`src/hw/dmag_pkg.sv`:
```
// ----------------------------------------------------------------
// Overview of operation
// - Static RAM answers at data addresses 000H to 19FH and 200H to 2FFH, 672 words of four bits.
// - Display memory of 96 four-bit words answers at 1A0H to 1FFH.
// - Peripheral registers answer at F80H to FFFH through ordinary accesses.
// - Every data address has 12 bits: low 8 from the instruction path, upper 4 from the effective bank.
// - The bank select register holds 0, 1, 2 or 15 and counts only while the bank enable flag is set.
// - Interrupt or call entry saves and clears the bank enable flag; return restores it.
// - Direct 1-bit and 4-bit access with enable clear picks bank 0 below 80H and bank 15 above, else the select.
// - Direct 8-bit access forms the bank the same way and reaches the even word and the next one.
// - Main pointer indirect uses enable AND select as bank; its post-step forms change only the low pointer.
// - Indirect access through either alternate pointer pair always lands in bank 0.
// - 8-bit indirect through the main pointer ignores low pointer bit 0.
// - Fixed-region bit access reaches only FB0H-FBFH and FF0H-FFFH whatever the bank settings.
// - Port bit access: word from operand bits 5:2 and low pointer bits 3:2, bit from low pointer bits 1:0.
// - High pointer plus operand bit access uses enable AND select, the high pointer and the low 4 operand bits.
// - Stack access uses the stack pointer as low address and the stack bank register as bank.
// ----------------------------------------------------------------
package dmag_pkg;
  localparam logic [11:0] RAM_LO_BASE = 12'h000;
  localparam logic [11:0] RAM_LO_TOP = 12'h19f;
  localparam logic [11:0] DISP_BASE = 12'h1a0;
  localparam logic [11:0] DISP_TOP = 12'h1ff;
  localparam logic [11:0] RAM_HI_BASE = 12'h200;
  localparam logic [11:0] RAM_HI_TOP = 12'h2ff;
  localparam logic [11:0] PERI_BASE = 12'hf80;
  localparam logic [3:0] BANK_ZERO = 4'h0;
  localparam logic [3:0] BANK_PERI = 4'hf;
  localparam logic [7:0] FMEM_INT_BASE = 8'hb0;
  localparam logic [7:0] FMEM_PORT_BASE = 8'hf0;
  localparam logic [3:0] RST_BANK_SEL = 4'h0;
  localparam logic [1:0] RST_STACK_BANK = 2'h0;
  localparam logic RST_BANK_EN = 1'b0;
  localparam int BANK_EN_DEPTH = 16;

  // four-state base so the mode can travel on a wire port
  typedef enum logic [3:0] {
    MODE_DIR_1BIT, MODE_DIR_4BIT, MODE_DIR_8BIT,
    MODE_IND_MAIN, MODE_IND_MAIN_INC, MODE_IND_MAIN_DEC, MODE_IND_ALT_A, MODE_IND_ALT_B, MODE_IND_MAIN_8BIT,
    MODE_BIT_FMEM, MODE_BIT_PMEM, MODE_BIT_HMEM, MODE_STACK
  } dmag_mode_t;

  typedef struct packed {
    logic valid;
    logic write;
    logic [7:0] operand;
    logic [1:0] bit_sel;
  } dmag_req_t;

  typedef struct packed {
    logic [3:0] h;
    logic [3:0] l;
    logic [3:0] d;
    logic [3:0] e;
    logic [7:0] stack_pointer;
  } dmag_ptr_t;

  typedef struct packed {
    logic [11:0] addr;
    logic pair;
    logic [1:0] bit_idx;
    logic ram_hit;
    logic disp_hit;
    logic peri_hit;
    logic store_en;
  } dmag_addr_t;
endpackage : dmag_pkg

```
`src/hw/dmag_top.sv`:
```
`timescale 1ns/10ps
`default_nettype none
module dmag_top
  import dmag_pkg::*;
(
  input wire logic ref_clk,
  input wire logic rst_n,
  input wire dmag_mode_t mode,
  input wire dmag_req_t req,
  input wire dmag_ptr_t ptr,
  input wire logic bank_select_wr,
  input wire logic [3:0] bank_select_wdata,
  input wire logic stack_bank_wr,
  input wire logic [3:0] stack_bank_wdata,
  input wire logic bank_enable_wr,
  input wire logic bank_enable_wdata,
  input wire logic call_entry,
  input wire logic call_return,
  output logic [3:0] bank_select_reg,
  output logic [1:0] stack_bank_reg,
  output logic bank_enable_flag,
  output logic [3:0] effective_bank,
  output dmag_addr_t addr_out,
  output logic addr_valid,
  output logic l_update,
  output logic [3:0] l_next,
  output logic save_overflow
);
  // ----------------------------------------------------------------
  // reset release
  // ----------------------------------------------------------------
  logic rst_sync1_ff;
  logic rst_sync2_ff;
  always_ff @(posedge ref_clk or negedge rst_n) begin
    if (!rst_n) begin
      rst_sync1_ff <= 1'b0;
      rst_sync2_ff <= 1'b0;
    end else begin
      rst_sync1_ff <= 1'b1;
      rst_sync2_ff <= rst_sync1_ff;
    end
  end
  wire rst_core_n = rst_sync2_ff;

  function automatic logic in_range(input logic [11:0] a, input logic [11:0] lo, input logic [11:0] hi);
    in_range = (a >= lo) && (a <= hi);
  endfunction : in_range

  function automatic logic [3:0] direct_bank(input logic en, input logic [3:0] sel, input logic [7:0] op);
    if (en) begin
      direct_bank = sel;
    end else begin
      direct_bank = op[7] ? BANK_PERI : BANK_ZERO;
    end
  endfunction : direct_bank

  // ----------------------------------------------------------------
  // bank registers and enable save stack
  // ----------------------------------------------------------------
  logic [3:0] bank_sel_ff;
  logic [1:0] stack_bank_ff;
  logic bank_en_ff;
  logic [BANK_EN_DEPTH-1:0] save_ff;
  logic [4:0] save_cnt_ff;
  logic overflow_ff;
  // only 0, 1, 2 and 15 are legal; other values are held off
  wire sel_legal = (bank_select_wdata <= 4'h2) || (bank_select_wdata == BANK_PERI);
  wire save_full = (save_cnt_ff == 5'(BANK_EN_DEPTH));
  wire save_empty = (save_cnt_ff == 5'h00);

  always_ff @(posedge ref_clk or negedge rst_core_n) begin
    if (!rst_core_n) begin
      bank_sel_ff <= RST_BANK_SEL;
      stack_bank_ff <= RST_STACK_BANK;
      bank_en_ff <= RST_BANK_EN;
      save_ff <= '0;
      save_cnt_ff <= 5'h00;
      overflow_ff <= 1'b0;
    end else begin
      if (bank_select_wr && sel_legal) begin
        bank_sel_ff <= bank_select_wdata;
      end
      if (stack_bank_wr) begin
        // upper bits are software's duty; only the low two are kept
        stack_bank_ff <= stack_bank_wdata[1:0];
      end
      if (call_entry) begin
        save_ff <= {save_ff[BANK_EN_DEPTH-2:0], bank_en_ff};
        bank_en_ff <= 1'b0;
        if (!save_full) begin
          save_cnt_ff <= save_cnt_ff + 5'h01;
        end else begin
          overflow_ff <= 1'b1;
        end
      end else if (call_return) begin
        save_ff <= {1'b0, save_ff[BANK_EN_DEPTH-1:1]};
        bank_en_ff <= save_ff[0];
        if (!save_empty) begin
          save_cnt_ff <= save_cnt_ff - 5'h01;
        end
      end else if (bank_enable_wr) begin
        bank_en_ff <= bank_enable_wdata;
      end
    end
  end

  // ----------------------------------------------------------------
  // address formation
  // ----------------------------------------------------------------
  wire [3:0] and_bank = bank_en_ff ? bank_sel_ff : BANK_ZERO;
  wire [3:0] dir_bank = direct_bank(bank_en_ff, bank_sel_ff, req.operand);
  wire [3:0] stk_bank = {2'b00, stack_bank_ff};
  wire [7:0] main_ptr = {ptr.h, ptr.l};
  // operand bit 6 picks the port window, low nibble the word
  wire [3:0] fmem_hi = req.operand[6] ? FMEM_PORT_BASE[7:4] : FMEM_INT_BASE[7:4];

  logic [11:0] nxt_addr;
  logic [3:0] nxt_bank;
  logic nxt_pair;
  logic [1:0] nxt_bit;
  logic nxt_lupd;
  logic [3:0] nxt_l;
  always_comb begin
    nxt_bank = and_bank;
    nxt_addr = 12'h000;
    nxt_pair = 1'b0;
    nxt_bit = req.bit_sel;
    nxt_lupd = 1'b0;
    nxt_l = ptr.l;
    case (mode)
      MODE_DIR_1BIT, MODE_DIR_4BIT: begin
        nxt_bank = dir_bank;
        nxt_addr = {dir_bank, req.operand};
      end
      MODE_DIR_8BIT: begin
        nxt_bank = dir_bank;
        nxt_addr = {dir_bank, req.operand[7:1], 1'b0};
        nxt_pair = 1'b1;
      end
      MODE_IND_MAIN: nxt_addr = {and_bank, main_ptr};
      MODE_IND_MAIN_INC: begin
        nxt_addr = {and_bank, main_ptr};
        nxt_lupd = 1'b1;
        nxt_l = ptr.l + 4'h1;
      end
      MODE_IND_MAIN_DEC: begin
        nxt_addr = {and_bank, main_ptr};
        nxt_lupd = 1'b1;
        nxt_l = ptr.l - 4'h1;
      end
      MODE_IND_ALT_A: begin
        nxt_bank = BANK_ZERO;
        nxt_addr = {BANK_ZERO, ptr.d, ptr.e};
      end
      MODE_IND_ALT_B: begin
        nxt_bank = BANK_ZERO;
        nxt_addr = {BANK_ZERO, ptr.d, ptr.l};
      end
      MODE_IND_MAIN_8BIT: begin
        nxt_addr = {and_bank, ptr.h, ptr.l[3:1], 1'b0};
        nxt_pair = 1'b1;
      end
      MODE_BIT_FMEM: begin
        nxt_bank = BANK_PERI;
        nxt_addr = {BANK_PERI, fmem_hi, req.operand[3:0]};
      end
      MODE_BIT_PMEM: begin
        nxt_bank = BANK_PERI;
        nxt_addr = {BANK_PERI, 2'b11, req.operand[5:2], ptr.l[3:2]};
        nxt_bit = ptr.l[1:0];
      end
      MODE_BIT_HMEM: nxt_addr = {and_bank, ptr.h, req.operand[3:0]};
      MODE_STACK: begin
        nxt_bank = stk_bank;
        nxt_addr = {stk_bank, ptr.stack_pointer};
      end
      default: nxt_addr = 12'h000;
    endcase
  end

  wire hit_ram = in_range(nxt_addr, RAM_LO_BASE, RAM_LO_TOP) || in_range(nxt_addr, RAM_HI_BASE, RAM_HI_TOP);
  wire hit_disp = in_range(nxt_addr, DISP_BASE, DISP_TOP);
  wire hit_peri = (nxt_addr >= PERI_BASE);
  wire hit_any = hit_ram || hit_disp || hit_peri;

  // ----------------------------------------------------------------
  // registered address output
  // ----------------------------------------------------------------
  dmag_addr_t addr_ff;
  logic valid_ff;
  logic lupd_ff;
  logic [3:0] lnext_ff;
  logic [3:0] eff_bank_ff;
  always_ff @(posedge ref_clk or negedge rst_core_n) begin
    if (!rst_core_n) begin
      addr_ff <= '0;
      valid_ff <= 1'b0;
      lupd_ff <= 1'b0;
      lnext_ff <= 4'h0;
      eff_bank_ff <= BANK_ZERO;
    end else begin
      valid_ff <= req.valid;
      lupd_ff <= req.valid && nxt_lupd;
      lnext_ff <= nxt_l;
      eff_bank_ff <= nxt_bank;
      addr_ff.addr <= nxt_addr;
      addr_ff.pair <= nxt_pair;
      addr_ff.bit_idx <= nxt_bit;
      addr_ff.ram_hit <= hit_ram;
      addr_ff.disp_hit <= hit_disp;
      addr_ff.peri_hit <= hit_peri;
      // unmapped addresses never strobe storage
      addr_ff.store_en <= req.valid && req.write && hit_any;
    end
  end

  assign bank_select_reg = bank_sel_ff;
  assign stack_bank_reg = stack_bank_ff;
  assign bank_enable_flag = bank_en_ff;
  assign effective_bank = eff_bank_ff;
  assign addr_out = addr_ff;
  assign addr_valid = valid_ff;
  assign l_update = lupd_ff;
  assign l_next = lnext_ff;
  assign save_overflow = overflow_ff;
endmodule : dmag_top
`default_nettype wire

```
`config.mk`:
```
export PLATFORM = sky130hd
export DESIGN_NAME = dmag_top
export DESIGN_NICKNAME = d
export VERILOG_FILES = /design/src/hw/dmag_pkg.sv /design/src/hw/dmag_top.sv
export SDC_FILE = /design/constraint.sdc
export NUM_CORES = 1
export LEC_CHECK = 0
export BUFFER_PORTS_ARGS = -buffer_cell sky130_fd_sc_hd__buf_2
export CORE_MARGIN = 2
export CORE_UTILIZATION = 44
export DETAILED_ROUTE_END_ITERATION = 8
export GPL_ROUTABILITY_DRIVEN = 0
export GPL_TIMING_DRIVEN = 0
export HOLD_SLACK_MARGIN = 0.02
export PLACE_DENSITY = 0.75
export SETUP_SLACK_MARGIN = 0.2
export SLEW_MARGIN = 25
export SYNTH_ARGS = -nofsm -noshare
export SYNTH_HDL_FRONTEND = slang
export SYNTH_SLANG_ARGS = --single-unit
```
`constraint.sdc`:
```
create_clock -name ref_clk -period 5 [get_ports ref_clk]
set_clock_uncertainty 0.05 [all_clocks]
set_input_delay 0.75 -clock ref_clk [delete_from_list [all_inputs] [get_ports ref_clk]]
set_output_delay 0.75 -clock ref_clk [all_outputs]
set_load 0.05 [all_outputs]
```
==> metrics.cfg <==
[synth]
yosys.cell_types.count = 55
synth_top_area_cell = dfrtp_1
yosysSeqAreaShare_pct = 47.4
synth_mux_area_share_pct = 7.87
synth_top_family_by_area = compound AO/OA/AOI/OAI gates
synth_area_leaders = dfrtp_1 (47%), mux2i_1 (5.4%), o21ai_0 (4.9%), nand2_1 (4.4%), a21oi_1 (3.0%)
synthArstFlopShare_pct = 100
syn_area_per_cell_sq_um = 9.89
synth_top_area_share_pct = 47.4
synth_seq_cells = 60
synth_area_sq_um = 3170
synth_xor_area_share_pct = 2.77
synth_simple_gate_area_share_pct = 15.7
synth_edf_count = 0
yosys_warnings = 0
synth_compound_area_share_pct = 19.1
syn_inst = 320
synth_nets = 383
synth_most_common_cell = dfrtp_1
synth_ff_type = dfrtp_1
yosys-top-cells-count = dfrtp_1 (60), nand2_1 (37), o21ai_0 (31)
synth_fa_ha_area_share_pct = 3.24

[route]
detail_route.iter0.violations = 154
finalWirelength_mm = 7.68
wl_per_cell_um = 14.8
drc = 0
num_vias = 2808
ant_nets = 0
drt-pass1-iter-count = 4
via_per_inst = 5.42

[floorplan]
die_w_um = 88.8
die_y_um = 88.8
die_area_sq_um = 7890
io_pins = 93
core_area_sq_um = 6870
initial_utilization_pct = 46.1
rows = 30

[clock_network]
cts_max_level = 3
holdBufCountCts = 0
cts_made_buffers = 9
cts_tree = built
clkTransAtPathRegs_ns = 0.07
cts.path.max_buffers = 2
cts.repair.resized = 0
post-cts-setup-buffers = 0
clock_sinks = 60
cts_root_buffer = clkbuf_8
clk_latency_ns = 0.34

[grt]
overflow = 0
grt_first_pass_wirelength_mm = 12.0
antenna_found_initial = 0
grt_pass1_vias = 2614
grt_max_degree = 31
grt_usage_pct = 20.0

[placement]
portBuffers = 87
placed_cell_area_sq_um = 3740
dp_slack_ns = 2.05
place_hpwl_mm = 5.69

[sta]
setup_ws_ns = 2.42
period_minus_slack_ns = 2.58
worst_pin_slew_ns = 0.679
fmax_ghz = 0.388
final-hold-violation-count = 0
grt_setup_unrepaired = no
final_max_slew_viol_count = 0
setup_tns_ns = 0
maxSlewHeadroom_pct = 54.6
setup_viol = 0
period_share_pct = 51.6

[layout]
n_fill_cell = 626
fin_nets = 482
final_layout_size_suffix_gt1_share_pct = 30.3
finalInstanceArea_sq_um = 3940
diodes = 0
syn2layout_area_growth_pct = 24.3
largest_reg_flops = 19

[worst_setup_path]
crit_arrival_ns = 2.76
cp_max_fo = 10
worstSetupPathType = in2reg
crit_path_end_kind = register
worstPathRequired_ns = 5.18
cp-start-kind = input pin

[status]
status = complete, no violations

[power_and_ir_drop]
total_power_mw = 1.47
ir_worst_vdd_v = 0.000160
p_per_area_nw_per_um2 = 375
leakage_nw = 1.94

[worst_hold_path]
hp-class = in2async

[run]
cap_viol_max_count = 0

==> through the flow <==
| step | hold slack (ns) | cells | utilization (%) |
|---|---|---|---|
| floorplan | 0.281 | 320 | - |
| global placement | 0.286 | 503 | 54.2 |
| detailed placement | 0.217 | 504 | 54.5 |
| CTS | 0.119 | 518 | 57.3 |
| global route | 0.119 | 518 | 57.3 |
| finish | 0.138 | 518 | 57.3 |
==> worst paths after layout <==
kind                                  startpoint                to  slack (ns)  depth (start not counted)
worst max register to register  bank_enable_flag       addr_out[0]        3.12                          6
worst min register to register        rst_core_n  bank_enable_flag        0.20                          0
worst min-delay path                       rst_n        rst_core_n        0.14                          1
max in group asynchronous             rst_core_n      addr_out[10]        4.22                          1
worst max-delay path                     mode[1]         l_next[3]        2.42                         10
min in group ref_clk                rst_sync1_ff        rst_core_n        0.31                          0
==> power by group <==
group / leakage, nW / internal (mW) / total (mW) / switching (mW)
clock: 0.0983 / 0.251 / 0.434 / 0.183
sequential: 0.753 / 0.556 / 0.612 / 0.0553
combinational: 1.09 / 0.164 / 0.429 / 0.265
==> placed cells by master (no fill, tap or decap), drive strengths merged, types with 6 or more instances in the layout <==
cell	synthesis	routed
a21oi	19	19
and3	6	6
buf	9	97
clkbuf	8	20
dfrtp	60	60
inv	8	8
mux2	7	7
mux2i	17	17
nand2	37	37
nand2b	8	8
nor2	22	22
o21ai	32	32
xnor2	9	9
==> routing by layer <==
layer / vias to the layer above / part of all wire [%] / GRT usage, %
li1: 1333 / - / -
met5: - / 0 / 0
met2: 96 / 49 / 31.2
met4: 0 / 2.2 / 9.78
met1: 1359 / 42 / 26.1
met3: 20 / 6.4 / 4.85
==> cell families after synthesis <==
| kind of cell | Yosys count |
|---|---|
| fa+ha+maj | 7 |
| other cells | 1 |
| simple gates | 100 |
| mux | 24 |
| flops | 60 |
| compound gates | 93 |
| buf+inv | 25 |
| xor+xnor | 10 |
==> cell type report <==
type	count	area, sq um	area share (%)
Buffer	17	91.3	2.32
Clock buffer	12	155	3.94
Clock inverter	2	35.0	0.890
Inverter	8	30.0	0.763
Multi-Input combinational cell	235	1540	39.2
Sequential cell	60	1510	38.3
Tap cell	96	120	3.05
Timing Repair Buffer	88	455	11.6
==> critical path, stage by stage <==
cell     delay (ns)
buf_4          0.15
nor3b_2        0.57
nand2_1        0.19
inv_1          0.12
ha_1           0.23
a21o_1         0.18
a21oi_1        0.17
xnor2_1        0.14
nand2_1        0.10
xnor2_1        0.16
No activity file was read; power rests on OpenSTA's default activity.
